==> config.mk <==
export PLATFORM = sky130hd
export DESIGN_NAME = fcm_classify_mark
export DESIGN_NICKNAME = d
export VERILOG_FILES = /design/src/fcm_pkg.sv /design/src/fcm_entry_decode.sv /design/src/fcm_classify_mark.sv
export SDC_FILE = /design/constraint.sdc
export NUM_CORES = 1
export LEC_CHECK = 0
export BUFFER_PORTS_ARGS = -buffer_cell sky130_fd_sc_hd__buf_4
export CORE_ASPECT_RATIO = 1.2
export CORE_UTILIZATION = 56
export DETAILED_ROUTE_END_ITERATION = 8
export PLACE_DENSITY_LB_ADDON = 0.12
export RECOVER_POWER = 100
export SETUP_SLACK_MARGIN = 0.5
export SLEW_MARGIN = 5
export SYNTH_ARGS = -nofsm -noshare
export SYNTH_HDL_FRONTEND = slang
export SYNTH_SLANG_ARGS = --single-unit
==> constraint.sdc <==
create_clock -name clk_sys -period 4.55 [get_ports clk_sys]
set_input_delay 0.6825 -clock clk_sys [delete_from_list [all_inputs] [get_ports clk_sys]]
set_output_delay 0.6825 -clock clk_sys [all_outputs]
set_load 0.005 [all_outputs]
==> src/fcm_pkg.sv <==
// Package for the frame colour classify and mark block.
// Assumes a single 125 MHz clock and AXI4-Lite register access.
`default_nettype none
package fcm_pkg;
   // ----------------------------------------
   // Register byte offsets
   // ----------------------------------------
   localparam logic [7:0] OFF_ID_CFG = 8'h00;
   localparam logic [7:0] OFF_ID_ENTRY = 8'h04;
   localparam logic [7:0] OFF_MK_CFG = 8'h08;
   localparam logic [7:0] OFF_MK_ENTRY = 8'h0c;
   localparam logic [7:0] OFF_HDR_IN = 8'h10;
   localparam logic [7:0] OFF_RESULT = 8'h14;
   localparam logic [7:0] OFF_STATUS = 8'h18;
   // ----------------------------------------
   // Entry byte layout
   // ----------------------------------------
   localparam int VAL_MSB = 7;
   localparam int VAL_LSB = 2;
   localparam int COL_MSB = 1;
   localparam int COL_LSB = 0;
   // ----------------------------------------
   // Selector codes
   // ----------------------------------------
   localparam logic [7:0] ID_SEL_V4TOS = 8'h00;
   localparam logic [7:0] ID_SEL_V6DSCP = 8'h01;
   localparam logic [7:0] ID_SEL_PCP_LO = 8'h02;
   localparam logic [7:0] ID_SEL_PCP_HI = 8'h05;
   localparam logic [7:0] ID_SEL_DEI_LO = 8'h06;
   localparam logic [7:0] ID_SEL_DEI_HI = 8'h09;
   localparam logic [7:0] MK_SEL_PCP_HI = 8'h02;
   localparam logic [7:0] MK_SEL_DEI_LO = 8'h03;
   localparam logic [7:0] MK_SEL_DEI_HI = 8'h05;
   // ----------------------------------------
   // Reset values
   // ----------------------------------------
   localparam logic [7:0] SEL_RESET = 8'hff;
   localparam logic [31:0] RESP_OKAY = 32'h0;

   typedef enum logic [1:0] {
      FCM_GREEN = 2'b00,
      FCM_YELLOW = 2'b01,
      FCM_RED = 2'b10,
      FCM_RSVD = 2'b11
   } fcm_color_t;

   typedef struct packed {
      logic [5:0] value;
      fcm_color_t color;
   } fcm_entry_t;

   // Header fields seen on the frame under classification
   typedef struct packed {
      logic [5:0] v4Tos;
      logic [5:0] v6Dscp;
      logic [2:0] sPcp;
      logic [2:0] cPcp;
      logic [2:0] iPcp;
      logic [2:0] bPcp;
      logic sDei;
      logic cCfi;
      logic iDei;
      logic bDei;
   } fcm_hdr_t;
endpackage : fcm_pkg
`default_nettype wire

==> src/fcm_entry_decode.sv <==
// Decodes one colour entry byte against a selector width.
// Assumes the caller gives the count of significant value bits.
`default_nettype none
module fcm_entry_decode
   import fcm_pkg::*;
(
   input wire logic [7:0] entryByte,
   input wire logic [2:0] sigBits,
   output fcm_pkg::fcm_entry_t entry,
   output logic colorValid
);
   logic [5:0] mask;
   always_comb
   begin
      mask = 6'h3f >> (3'd6 - sigBits);
      entry.value = entryByte[VAL_MSB:VAL_LSB] & mask;
      entry.color = fcm_color_t'(entryByte[COL_MSB:COL_LSB]);
      colorValid = (entryByte[COL_MSB:COL_LSB] != FCM_RSVD);
   end
endmodule // fcm_entry_decode
`default_nettype wire

==> src/fcm_classify_mark.sv <==
// Colour classification and marking for one bandwidth profile.
// Assumes an AXI4-Lite master; one clock, synchronous high reset.
//
// Function
// - Entry byte: six value, two colour bits
// - Selectors 0/1 compare six ToS/DSCP bits
// - Selectors 2-5 compare three PCP bits
// - Selectors 6-9 compare one DEI bit
// - Colour codes green, yellow, red, reserved
// - Marking selector 0-5 picks output field
// - Marking value three or one bits
// - One-bit marking value may repeat
// - Write colour into selected provider tag
// - Identification selector 10-255 reserved
//
// Our own choices: the placing of the registers and the AXI4-Lite register port.
`default_nettype none
module fcm_classify_mark
   import fcm_pkg::*;
#(
   parameter int NUM_ID = 4
)
(
   input wire logic clk_sys,
   input wire logic rst,
   input wire logic [7:0] s_axi_awaddr,
   input wire logic s_axi_awvalid,
   output logic s_axi_awready,
   input wire logic [31:0] s_axi_wdata,
   input wire logic [3:0] s_axi_wstrb,
   input wire logic s_axi_wvalid,
   output logic s_axi_wready,
   output logic [1:0] s_axi_bresp,
   output logic s_axi_bvalid,
   input wire logic s_axi_bready,
   input wire logic [7:0] s_axi_araddr,
   input wire logic s_axi_arvalid,
   output logic s_axi_arready,
   output logic [31:0] s_axi_rdata,
   output logic [1:0] s_axi_rresp,
   output logic s_axi_rvalid,
   input wire logic s_axi_rready,
   input wire fcm_pkg::fcm_hdr_t frameHdr,
   input wire logic encapMode,
   output fcm_pkg::fcm_color_t frameColor,
   output logic colorHit,
   output logic [2:0] markValue,
   output logic [2:0] markField,
   output logic markEnable,
   output logic markInNewTag
);
   import fcm_pkg::*;

   // ----------------------------------------
   // State
   // ----------------------------------------
   typedef struct packed {
      logic [7:0] idSel;
      logic [NUM_ID-1:0][7:0] idEntry;
      logic [NUM_ID-1:0] idUsed;
      logic [1:0] idPtr;
      logic [7:0] mkSel;
      logic [2:0][7:0] mkEntry;
      logic [2:0] mkUsed;
      fcm_hdr_t hdrSw;
      logic [7:0] awAddr;
      logic awHeld;
      logic [31:0] wData;
      logic wHeld;
      logic bValid;
      logic [1:0] bResp;
      logic rValid;
      logic [31:0] rData;
      logic [1:0] rResp;
      fcm_color_t color;
      logic hit;
      logic [2:0] mkVal;
      logic mkEn;
      logic ignoredSeen;
   } fcm_state_t;

   fcm_state_t st_q, st_d;

   // ----------------------------------------
   // Selector decode
   // ----------------------------------------
   function automatic logic [2:0] idWidth(input logic [7:0] sel);
      if (sel <= ID_SEL_V6DSCP)
         idWidth = 3'd6;
      else if (sel <= ID_SEL_PCP_HI)
         idWidth = 3'd3;
      else if (sel <= ID_SEL_DEI_HI)
         idWidth = 3'd1;
      else
         idWidth = 3'd0;
   endfunction

   function automatic logic [2:0] mkWidth(input logic [7:0] sel);
      if (sel <= MK_SEL_PCP_HI)
         mkWidth = 3'd3;
      else if (sel <= MK_SEL_DEI_HI)
         mkWidth = 3'd1;
      else
         mkWidth = 3'd0;
   endfunction

   // Field under test for the live frame
   function automatic logic [5:0] pickField(input logic [7:0] sel, input fcm_hdr_t h);
      case (sel)
         8'h00: pickField = h.v4Tos;
         8'h01: pickField = h.v6Dscp;
         8'h02: pickField = {3'b0, h.sPcp};
         8'h03: pickField = {3'b0, h.cPcp};
         8'h04: pickField = {3'b0, h.iPcp};
         8'h05: pickField = {3'b0, h.bPcp};
         8'h06: pickField = {5'b0, h.sDei};
         8'h07: pickField = {5'b0, h.cCfi};
         8'h08: pickField = {5'b0, h.iDei};
         8'h09: pickField = {5'b0, h.bDei};
         default: pickField = 6'h0;
      endcase
   endfunction

   // ----------------------------------------
   // Entry decoders
   // ----------------------------------------
   fcm_entry_t idDec [NUM_ID];
   logic [NUM_ID-1:0] idColOk;
   fcm_entry_t mkDec [3];
   logic [2:0] mkColOk;
   logic [2:0] idW;
   logic [2:0] mkW;

   assign idW = idWidth(st_q.idSel);
   assign mkW = mkWidth(st_q.mkSel);

   genvar gi;
   generate
      for (gi = 0; gi < NUM_ID; gi++)
      begin : g_id
         fcm_entry_decode u_dec (
            .entryByte(st_q.idEntry[gi]),
            .sigBits(idW),
            .entry(idDec[gi]),
            .colorValid(idColOk[gi])
         );
      end
      for (gi = 0; gi < 3; gi++)
      begin : g_mk
         fcm_entry_decode u_dec (
            .entryByte(st_q.mkEntry[gi]),
            .sigBits(mkW),
            .entry(mkDec[gi]),
            .colorValid(mkColOk[gi])
         );
      end
   endgenerate

   // ----------------------------------------
   // Next state
   // ----------------------------------------
   logic [5:0] fieldVal;
   logic [31:0] rdMux;
   logic doWrite;
   logic doRead;
   logic [7:0] wByte;
   logic [1:0] wColor;

   always_comb
   begin
      st_d = st_q;
      fieldVal = pickField(st_q.idSel, frameHdr) & (6'h3f >> (3'd6 - idW));
      doWrite = st_q.awHeld && st_q.wHeld && !st_q.bValid;
      doRead = s_axi_arvalid && !st_q.rValid;
      wByte = st_q.wData[7:0];
      wColor = wByte[COL_MSB:COL_LSB];
      rdMux = 32'h0;

      // Write address and data are taken in either order
      if (s_axi_awvalid && !st_q.awHeld)
      begin
         st_d.awHeld = 1'b1;
         st_d.awAddr = s_axi_awaddr;
      end
      if (s_axi_wvalid && !st_q.wHeld)
      begin
         st_d.wHeld = 1'b1;
         st_d.wData = s_axi_wstrb[0] ? s_axi_wdata : 32'h0;
      end
      if (doWrite)
      begin
         st_d.awHeld = 1'b0;
         st_d.wHeld = 1'b0;
         st_d.bValid = 1'b1;
         st_d.bResp = 2'b00;
         case ({st_q.awAddr[7:2], 2'b00})
            OFF_ID_CFG:
            begin
               if (idWidth(wByte) != 3'd0)
               begin
                  st_d.idSel = wByte;
                  st_d.idUsed = '0;
                  st_d.idPtr = 2'd0;
               end
               else
                  st_d.ignoredSeen = 1'b1;
            end
            OFF_ID_ENTRY:
            begin
               // Reserved colour leaves the table untouched
               if (wColor != FCM_RSVD)
               begin
                  st_d.idEntry[st_q.idPtr] = wByte;
                  st_d.idUsed[st_q.idPtr] = 1'b1;
                  st_d.idPtr = st_q.idPtr + 2'd1;
               end
               else
                  st_d.ignoredSeen = 1'b1;
            end
            OFF_MK_CFG:
            begin
               if (mkWidth(wByte) != 3'd0)
               begin
                  st_d.mkSel = wByte;
                  st_d.mkUsed = '0;
               end
               else
                  st_d.ignoredSeen = 1'b1;
            end
            OFF_MK_ENTRY:
            begin
               // Indexed by colour, so one value may serve several colours
               if (wColor != FCM_RSVD)
               begin
                  st_d.mkEntry[wColor] = wByte;
                  st_d.mkUsed[wColor] = 1'b1;
               end
               else
                  st_d.ignoredSeen = 1'b1;
            end
            OFF_HDR_IN: st_d.hdrSw = fcm_hdr_t'(st_q.wData[27:0]);
            OFF_STATUS: st_d.ignoredSeen = 1'b0;
            default: st_d.bResp = 2'b10;
         endcase
      end
      if (st_q.bValid && s_axi_bready)
         st_d.bValid = 1'b0;

      case ({s_axi_araddr[7:2], 2'b00})
         OFF_ID_CFG: rdMux = {24'h0, st_q.idSel};
         OFF_MK_CFG: rdMux = {24'h0, st_q.mkSel};
         OFF_HDR_IN: rdMux = {4'h0, st_q.hdrSw};
         OFF_RESULT: rdMux = {24'h0, st_q.mkEn, st_q.mkVal, st_q.hit, 1'b0, st_q.color};
         OFF_STATUS: rdMux = {25'h0, st_q.ignoredSeen, st_q.mkUsed, st_q.idPtr, 1'b0};
         default: rdMux = 32'h0;
      endcase
      if (doRead)
      begin
         st_d.rValid = 1'b1;
         st_d.rData = rdMux;
         st_d.rResp = (s_axi_araddr[7:2] > OFF_STATUS[7:2]) ? 2'b10 : 2'b00;
      end
      else if (st_q.rValid && s_axi_rready)
         st_d.rValid = 1'b0;

      // Classification: first matching entry wins
      st_d.hit = 1'b0;
      st_d.color = FCM_GREEN;
      for (int k = NUM_ID - 1; k >= 0; k--)
      begin
         if (st_q.idUsed[k] && idColOk[k] && idW != 3'd0 && idDec[k].value == fieldVal)
         begin
            st_d.hit = 1'b1;
            st_d.color = idDec[k].color;
         end
      end

      // Marking needs the green and yellow entries; red is optional
      st_d.mkEn = 1'b0;
      st_d.mkVal = 3'h0;
      if (mkW != 3'd0 && st_q.mkUsed[FCM_GREEN] && st_q.mkUsed[FCM_YELLOW])
      begin
         if (st_q.mkUsed[st_d.color] && mkColOk[st_d.color])
         begin
            st_d.mkEn = 1'b1;
            st_d.mkVal = mkDec[st_d.color].value[2:0];
         end
      end
   end

   // ----------------------------------------
   // Register
   // ----------------------------------------
   always_ff @(posedge clk_sys)
   begin
      if (rst)
      begin
         st_q <= '0;
         st_q.idSel <= SEL_RESET;
         st_q.mkSel <= SEL_RESET;
      end
      else
         st_q <= st_d;
   end

   // ----------------------------------------
   // Outputs
   // ----------------------------------------
   assign s_axi_awready = !st_q.awHeld;
   assign s_axi_wready = !st_q.wHeld;
   assign s_axi_bvalid = st_q.bValid;
   assign s_axi_bresp = st_q.bResp;
   assign s_axi_arready = !st_q.rValid;
   assign s_axi_rvalid = st_q.rValid;
   assign s_axi_rdata = st_q.rData;
   assign s_axi_rresp = st_q.rResp;
   assign frameColor = st_q.color;
   assign colorHit = st_q.hit;
   assign markValue = st_q.mkVal;
   assign markField = st_q.mkSel[2:0];
   assign markEnable = st_q.mkEn;
   // Encapsulation writes into the added tag, transport into the existing one
   assign markInNewTag = encapMode;
endmodule // fcm_classify_mark
`default_nettype wire

==> metrics, run 1 <==
failing checks capacitance limit, slew limit; routability congestion estimate approximately 0.85; hold crit path type input pin to register; Total GRT Usage about 27%; Final TNS setup 0 ps; Hold Startpoint s_axi_rready; Post-Syn Area per Cell slightly above 8 µm²; post-synthesis cell type count 54; status complete, but fails checks; Post-synth EDFFs 0; number of global-route vias before repair between 6k and 7k; n_diodes 0; hold_buf cts 0; synthesized area 7730 µm²; 1st-pass router iterations 7; initial antenna violation count 0; Die X-Extent 109 µm; Hold Violations, Final 0; Pint 2.50 mW; Max Cap Viol 4; RSZ-0062 raised after global routing false; combinational share of power approximately 6.4%; simple-gate share of the synthesized area 23.1%; starting density of the core 57.9%; CTS clk-pin slew, worst paths 70 ps; final worst-path cycle share 84.9%; final wirelength between 15 and 20 mm; worst-path fanout max 7; first-pass GRT wire length a little under 30 mm; Post-DP Area about 8400 µm²; CP Launch Type register; r2r endpoint markValue[0]$_SDFF_PP0_; minimum clock period 3860 ps; area delta synth->final 14.7%; Synth area leader dfxtp_1; Util after Layout about two thirds; Worst Path Required 4930 ps; Die Ht approximately 130 µm; hold worst-path end s_axi_rvalid$_SDFFE_PP0P_; CP endpoint kind register; overall power 3.26 mW; CTS Root Cell clkbuf_16; Total Die Area roughly 14000 µm²; # port buffers 120; Synth area leaders dfxtp_1, nand2_1, a21oi_1; nets@finish 1081; post-CTS sizing 0; TritonCTS clock tree done; max-slew violations between 150 and 200; worst vdd ir ~0.26 mV; top cell type's share of synthesized area 45.6%; post-synthesis adder-cell area fraction less than 1%; global route total overflow 0; # rows 46; Final setup viols 0; Post-Syn Instances about 950; final instance area about 8900 µm²; Main synth FF type dfxtp_1; relative max-transition margin -92.7%; H-Tree Depth 4; Clk pwr share about 45%; YS warnings 0; Reg2Reg Setup Slack 690 ps; Sw Ratio 23.5%; Synth Area in Compound Gates ~15%; HPWL after DPL between 10 and 15 mm; worst reg2reg path depth 13; Fill cells 1222; worst slew pin tran 2890 ps; wire length per cell ~16 µm; Clock Tree Buf Depth 2; fraction of synthesized area in multiplexers under 10%; total CTS buffers 17; Post-synth ARST share 0%; critical path class register to register; final setup skew 8.85 ps; top-level port count between 100 and 150; core area about 13000 µm²; Synth Register Bits between 150 and 200; sequential power share just under 50%; register area share after synthesis 45.6%; Hold Path Depth 2; sw power ~0.77 mW; largest family of logic cells by synthesized area simple AND/OR/NAND/NOR gates; xor and xnor area share after synthesis under 10%; Max Freq 259 MHz; power per cell area 368 nW/µm²; Leak approximately 3.4 nW; layout cells sized above 1 between 10% and 20%; pin count of the biggest net entering global routing 85; overall via count from detail_route approximately 6.5k; DRT antenna net count 0; r2r startpoint st_q[195]$_SDFFE_PP1P_; worst path arrival time 4250 ps; clk_lat worst skew 430 ps; drt via density 5.58; Post-CTS Setup Bufs 0; DRC 0; 1st-iter DRT viols 438; clock sink count approximately 180
[cells by family (layout without fill, tap and decap cells)]
| group | after synthesis | after routing |
|---|---|---|
| DFF | 176 | 176 |
| buffers and inverters | 118 | 168 |
| xor gates and xnor gates | 19 | 19 |
| other | 1 | 6 |
| AOI/OAI and AO/OA | 183 | 183 |
| and+or+nand+nor | 403 | 403 |
| muxes | 39 | 39 |
| adders and majority gates | 6 | 6 |
[stage by stage]
step,hold slack (ps),setup WS [ps],cells
2_1_floorplan,430,1150,950
3_3_place_gp,437,757,1136
3_5_place_dp,444,737,1136
4_1_cts,419,760,1168
5_1_grt,418,337,1168
6_report,427,686,1168
[power groups by stage]
| stage | logic, mW | clock network [mW] | registers, mW |
|---|---|---|---|
| 6_report | 0.210 | 1.46 | 1.60 |
| 3_3_place_gp | 0.212 | 0 | 1.63 |
| 4_1_cts | 0.215 | 1.47 | 1.60 |
| 2_1_floorplan | 0.144 | 0 | 1.61 |
| 5_1_grt | 0.232 | 1.54 | 1.60 |
| 3_5_place_dp | 0.213 | 0 | 1.63 |
[registers in the layout, indices dropped and copies added (netlist names)]
register / flops
s_axi_bresp: 1
s_axi_rvalid: 1
markEnable: 1
s_axi_rdata: 28
colorHit: 1
markField: 3
frameColor: 2
s_axi_bvalid: 1
s_axi_rresp: 1
st_q: 134
markValue: 3
[area by class of cell]
class | count | area (µm²) | share of cell area (%)
Multi-Input combinational cell | 656 | 3600 | 40.6
Sequential cell | 176 | 3520 | 39.7
Timing Repair Buffer | 126 | 908 | 10.2
Clock buffer | 20 | 457 | 5.15
Tap cell | 168 | 210 | 2.37
Clock inverter | 12 | 131 | 1.48
Inverter | 10 | 37.5 | 0.423
[cells in the final DEF (no fill, tap or decap), types with 5 or more instances in the layout]
| cell type | n |
|---|---|
| nand2_1 | 179 |
| dfxtp_1 | 175 |
| a21oi_1 | 106 |
| nor2_1 | 80 |
| buf_4 | 77 |
| nand3_1 | 69 |
| clkbuf_4 | 39 |
| mux2i_1 | 31 |
| a22oi_1 | 25 |
| nor3_1 | 21 |
| clkbuf_16 | 17 |
| xnor2_1 | 14 |
| nor3b_1 | 13 |
| o21ai_0 | 11 |
| clkbuf_1 | 11 |
| inv_1 | 9 |
| mux2_2 | 8 |
| or3_1 | 7 |
| nor2b_1 | 7 |
| nor4_1 | 6 |
| ha_1 | 6 |
| conb_1 | 6 |
| xor2_1 | 5 |
| and2_1 | 5 |
| a211oi_1 | 5 |
| a221o_1 | 5 |
[worst max path at each step]
stage,startpoint,end
after floorplan,st_q[195]$_SDFFE_PP1P_,markValue[1]$_SDFF_PP0_
after global placement,st_q[189]$_SDFFE_PP1P_,markValue[0]$_SDFF_PP0_
after detailed placement,st_q[189]$_SDFFE_PP1P_,markValue[0]$_SDFF_PP0_
after CTS,st_q[189]$_SDFFE_PP1P_,markValue[0]$_SDFF_PP0_
after global routing,st_q[195]$_SDFFE_PP1P_,markValue[0]$_SDFF_PP0_
final,st_q[195]$_SDFFE_PP1P_,markValue[0]$_SDFF_PP0_
[synth_stat cells, types with 5 or more instances]
cell type  number
buf_4          45
mux2_2          8
ha_1            6
a21oi_1       106
nor3_1         21
mux2i_1        31
nand3_1        69
a22oi_1        25
a221o_1         5
or3_1           7
o21ai_0        11
nand2_1       179
inv_1           9
nor2_1         80
xnor2_1        14
nor4_1          6
nor3b_1        13
and2_1          5
xor2_1          5
dfxtp_1       176
a211oi_1        5
clkbuf_1       56
nor2b_1         7
buf_2           5
[routing by layer]
layer	wire [µm]	up-vias	part of all wire [%]	track usage (%)
met3	1250	30	6.9	6.89
met5	0	-	0	0
li1	-	3280	-	-
met1	7930	3001	43	33.5
met2	8680	208	48	44.5
met4	383	0	2.1	9.49
[worst max-delay path, stage by stage, from the launching register on]
cell	delay, ps
dfxtp_1	330
or4_1	630
a211oi_2	180
buf_4	170
inv_1	110
ha_1	200
nor2_1	260
o211a_1	210
o211ai_1	130
or2_0	300
a311oi_1	490
o211ai_1	190
a311oi_1	360
o221a_2	250
No activity file was read; power rests on OpenSTA's default activity.
==> run 2, diff against run 1 <==
- CORE_UTILIZATION: 56 -> 50
- clock period: 4.55 -> 3.3 ns (I/O delays scaled with it)
==> run 2 against run 1 <==
Against the previous run:
- the run ends with capacitance limit, slew limit, setup timing left
- total power grew 38%
- setup slack worse by 710 ps
- clock skew hardly changed
- routed wire length grew 3.9%
- sequential cell count stayed put
- maximum frequency is 16% higher
- count of clock-buffer cells in the layout shrank 2
- final area rose by 5.4%
- sequential share of layout area shrank 2.1 points
- non-clock buffer count is 39 higher
- largest power group unchanged
==> metrics, run 2 (same netlist as run 1, synthesis figures left out) <==
DRC 0; CTS clk-pin slew, worst paths ~70 ps; Total Die Area 16000 µm²; final worst-path cycle share 101%; initial antenna violation count 0; n_diodes 0; r2r endpoint markValue[2]$_SDFF_PP0_; Hold Violations, Final 0; DRT antenna net count 0; most frequent cells in the layout nand2_1, dfxtp_1, buf_4; Clock Tree Buf Depth 2; worst reg2reg path depth 12; first-pass GRT wire length around 30 mm; core area approximately 15000 µm²; H-Tree Depth 4; Metal-1 WL between 8 and 9 mm; CP Launch Type register; minimum clock period 3320 ps; Util after Layout around 62%; # rows approximately 50; failing checks capacitance limit, slew limit, setup timing; clk_lat worst skew around 440 ps; r2r startpoint st_q[195]$_SDFFE_PP1P_; power per cell area slightly below 500 nW/µm²; number of global-route vias before repair approximately 6.1k; overall via count from detail_route roughly 6.6k; total CTS buffers 17; Total GRT Usage between 20% and 30%; Final setup viols 1; Leak ~3.6 nW; Max Freq 301 MHz; top sig layer met4; CP endpoint kind register; Post-CTS Setup Bufs 0; Reg2Reg Setup Slack -20 ps; area delta synth->final 20.9%; clock sink count between 150 and 200; status complete, but fails checks; # placed instances 1211; Fill cells ~1.4k; worst-path fanout max 5; HPWL after DPL roughly 13 mm; Final TNS setup -20.9 ps; 1st-iter DRT viols between 300 and 400; critical path class register to register; RSZ-0062 raised after global routing true; final setup skew 8.80 ps; WL met2 9.22 mm; Min Hold Slack ~240 ps; Die Ht 138 µm; TritonCTS clock tree done; metal3 WL 1.10 mm; drt via density between 5 and 6; layout cells sized above 1 21.7%; final wirelength 19.0 mm; nets@finish between 1k and 1.5k; Worst Path Required around 3700 ps; worst path arrival time between 3000 and 4000 ps; starting density of the core 51.5%; Die X-Extent ~120 µm; hold_buf cts 0; Setup crit end markValue[2]$_SDFF_PP0_; CTS Root Cell clkbuf_16; Largest register FFs between 100 and 150; Max Cap Viol 1; worst slew pin tran 2690 ps; routability congestion estimate ~0.86; hold crit path type input pin to register; Worst Setup SP st_q[195]$_SDFFE_PP1P_; Largest Register st_q; leading cell type in the layout, fill and taps excluded nand2_1; Hold Startpoint s_axi_rready; max-slew violations about 60; relative max-transition margin -79.4%; 1st-pass router iterations 7; top-level port count between 100 and 150; wire length per cell 15.3 µm; Finished Layout Cells around 1.2k; worst vdd ir 0.330 mV; # port buffers 120; global route total overflow 0; pin count of the biggest net entering global routing between 50 and 60; fin worst setup slack -20.9 ps
==> run 2: cell types whose count changed in the layout (fill, tap and decap cells not counted), sizes merged <==
cell,before,now
clkinv,5,6
bufinv,2,1
clkbuf,69,67
clkinvlp,4,2
buf,77,116
inv,11,15
==> run 2: power by group <==
group	switching, mW	internal (mW)	total, mW	leakage (nW)
clock network	0.911	1.09	2.00	0.284
logic	0.171	0.149	0.320	1.90
registers	0.0376	2.16	2.19	1.42
total	1.12	3.39	4.51	3.61
==> run 2: timing repair <==
action / in CTS / in global routing
cloned: 0 / 0
resized for setup: 7 / 4
endpoints found under the setup margin: 6 / 6
pin swaps: 3 / 2
endpoints found under the hold margin: 0 / 0
==> run 2: area by class of cell <==
type | count | area, µm² | area share [%]
Multi-Input combinational cell | 656 | 3710 | 39.7
Inverter | 10 | 37.5 | 0.401
Clock inverter | 14 | 150 | 1.61
Timing Repair Buffer | 165 | 1230 | 13.2
Clock buffer | 18 | 439 | 4.70
Tap cell | 204 | 255 | 2.73
Sequential cell | 176 | 3520 | 37.7
==> run 2: worst min path at each step <==
stage / to / slack [ps] / cells after the start
2_1_floorplan: st_q[156]$_SDFFE_PP0P_ / 430 / 2
3_3_place_gp: st_q[100]$_SDFFE_PP0P_ / 440 / 2
3_5_place_dp: st_q[109]$_SDFFE_PP0P_ / 440 / 2
4_1_cts: s_axi_rvalid$_SDFFE_PP0P_ / 230 / 2
5_1_grt: s_axi_rvalid$_SDFFE_PP0P_ / 240 / 2
6_report: s_axi_rvalid$_SDFFE_PP0P_ / 240 / 2
==> run 2: stage by stage <==
| stage | worst slack, ps | total power, mW | area (µm²) |
|---|---|---|---|
| final | -20.9 | 4.51 | 9350 |
| after floorplan | 185 | 2.42 | 7790 |
| after global routing | -123 | 4.67 | 9350 |
| after CTS | 4.11 | 4.54 | 9360 |
| after detailed placement | -99.2 | 2.56 | 8740 |
| after global placement | -51.4 | 2.56 | 8740 |
==> run 2: per-layer routing <==
| layer | vias to the layer above | GRT usage [%] |
|---|---|---|
| met1 | 3083 | 31.7 |
| met4 | 0 | 8.00 |
| li1 | 3363 | - |
| met5 | - | 0 |
| met2 | 174 | 39.8 |
| met3 | 24 | 5.39 |
==> run 2: critical path: stages, from the launching register on <==
cell and delay [ps]:
dfxtp_1 310, or4_4 580, a211oi_4 210, inv_2 90, ha_4 170, nor2_4 110
o211a_1 170, o211ai_1 170, or2_4 300, mux2i_2 180, or3_4 350, a311o_1 420
a211oi_2 170
==> run 3, diff against run 2 <==
- CORE_UTILIZATION: 50 -> 45
==> run 3 against run 2 <==
Against the previous run:
- clock skew fell by 1.4 ps
- register-to-register slack barely moved
- cell count rose by 0.72%
- the run still ends with capacitance limit, slew limit, setup timing left
- final area fell by 0.23%
- total power rose by 3.0%
- highest routed layer unchanged
- core utilization fell by 6.9 points
- maximum frequency barely moved
- non-clock buffer count fell by 3
- die area rose by 11%
==> metrics, run 3 (same netlist as run 1, synthesis figures left out) <==
status complete, but fails checks; failing checks capacitance limit, slew limit, setup timing; Die X-Extent between 100 and 150 µm; minimum clock period 3320 ps; fin worst setup slack -23.6 ps; max-slew violations 154; total CTS buffers 17; Total GRT Usage about 23%; clock sink count between 150 and 200; # rows 52; RSZ-0062 raised after global routing true; CTS Root Cell clkbuf_16; Largest Register st_q; # port buffers 120; wire length per cell 15.5 µm; most frequent cells in the layout nand2_1, dfxtp_1, buf_4; Max Cap Viol 2; area delta synth->final 20.7%; TritonCTS clock tree done; final setup skew approximately 7.4 ps; worst slew pin tran ~1700 ps; Util after Layout a little under three fifths; Finished Layout Cells around 1.3k; core area ~17000 µm²; drt via density 5.26; Hold Violations, Final 0; starting density of the core 45.9%; Post-CTS Setup Bufs 0; CP Launch Type register; initial antenna violation count 0; number of global-route vias before repair between 6k and 7k; Leak approximately 3.6 nW; final worst-path cycle share 101%; critical path class register to register; CP endpoint kind register; Largest register FFs between 100 and 150; CTS clk-pin slew, worst paths approximately 70 ps; HPWL after DPL 13.3 mm; Worst Path Required 3640 ps; power per cell area 498 nW/µm²; 1st-iter DRT viols 367; clk_lat worst skew between 400 and 500 ps; n_diodes 0; final wirelength between 15 and 20 mm; Final setup viols 2; pin count of the biggest net entering global routing 81; routability congestion estimate a little over 0.8; nets@finish about 1.1k; worst path arrival time ~3700 ps; # placed instances between 1k and 1.5k; Total Die Area approximately 18000 µm²; H-Tree Depth 4; relative max-transition margin -11.1%; Die Ht between 100 and 150 µm; Clock Tree Buf Depth 2; 1st-pass router iterations 4; DRC 0; worst-path fanout max 5; first-pass GRT wire length approximately 31 mm; top-level port count 140; hold crit path type input pin to register; layout cells sized above 1 20.7%; global route total overflow 0; leading cell type in the layout, fill and taps excluded nand2_1; worst vdd ir between 0.3 and 0.4 mV; DRT antenna net count 0; Max Freq between 300 and 400 MHz; overall via count from detail_route 6583
-- run 3: cell types whose count changed in the layout (fill, tap and decap cells not counted), sizes merged --
cell / delta
inv: -1
bufinv: +2
clkbuf: +5
buf: -7
clkinv: -1
clkinvlp: -1
-- run 3: metrics by stage --
| step | TNS [ps] | hold WS (ps) | area [µm²] | total power [mW] | worst slack (ps) |
|---|---|---|---|---|---|
| finish | -37.5 | 244 | 9330 | 4.65 | -23.6 |
| global route | -490 | 230 | 9330 | 4.82 | -166 |
| CTS | 0 | 231 | 9370 | 4.69 | 10.7 |
| detailed placement | -103 | 443 | 8710 | 2.57 | -60.2 |
| global placement | -19.0 | 437 | 8710 | 2.56 | -10.2 |
| floorplan | 0 | 430 | 7790 | 2.42 | 185 |
-- run 3: path summary, 6_finish.rpt --
kind,slack [ps],end,cells past startpoint,startpoint
hold / removal,240,s_axi_rvalid$_SDFFE_PP0P_,2,s_axi_rready
hold reg to reg,450,st_q[55]$_SDFFE_PP0P_,2,st_q[55]$_SDFFE_PP0P_
setup / recovery,-20,markValue[2]$_SDFF_PP0_,11,st_q[194]$_SDFFE_PP1P_
setup reg to reg,-20,markValue[2]$_SDFF_PP0_,11,st_q[194]$_SDFFE_PP1P_
-- run 3: what timing repair did --
action / CTS / global route
setup endpoints to repair: 6 / 6
hold buffers: 0 / 0
gates resized for setup: 7 / 1
pin swaps: 6 / 0
-- run 3: cell type report --
class                           instances  area [µm²]
Fill cell                            1657        7520
Multi-Input combinational cell        656        3700
Sequential cell                       176        3520
Timing Repair Buffer                  162        1170
Clock buffer                           19         453
Tap cell                              216         270
Clock inverter                         13         171
Inverter                               10        37.5
-- run 3: critical path, stage by stage (launching register included) --
cell and delay [ps]:
dfxtp_1 310, or4_4 580, nand3b_1 260, ha_4 210
nor2_4 130, o211a_1 200, o211ai_1 170, or2_4 290
mux2i_2 170, or3_4 360, a311o_1 390, a211oi_1 170
-- run 3: where the power goes --
part	switching, mW	internal (mW)
logic	0.171	0.146
registers	0.0397	2.16
clock network	0.884	1.25
total	1.10	3.55
-- run 3: per-layer routing --
layer / routed length (µm) / track usage, % / vias to the layer above
li1: - / - / 3353
met1: 9000 / 29.8 / 3072
met2: 9130 / 36.3 / 138
met3: 1020 / 5.76 / 20
met4: 227 / 6.54 / 0
met5: 0 / 0 / -
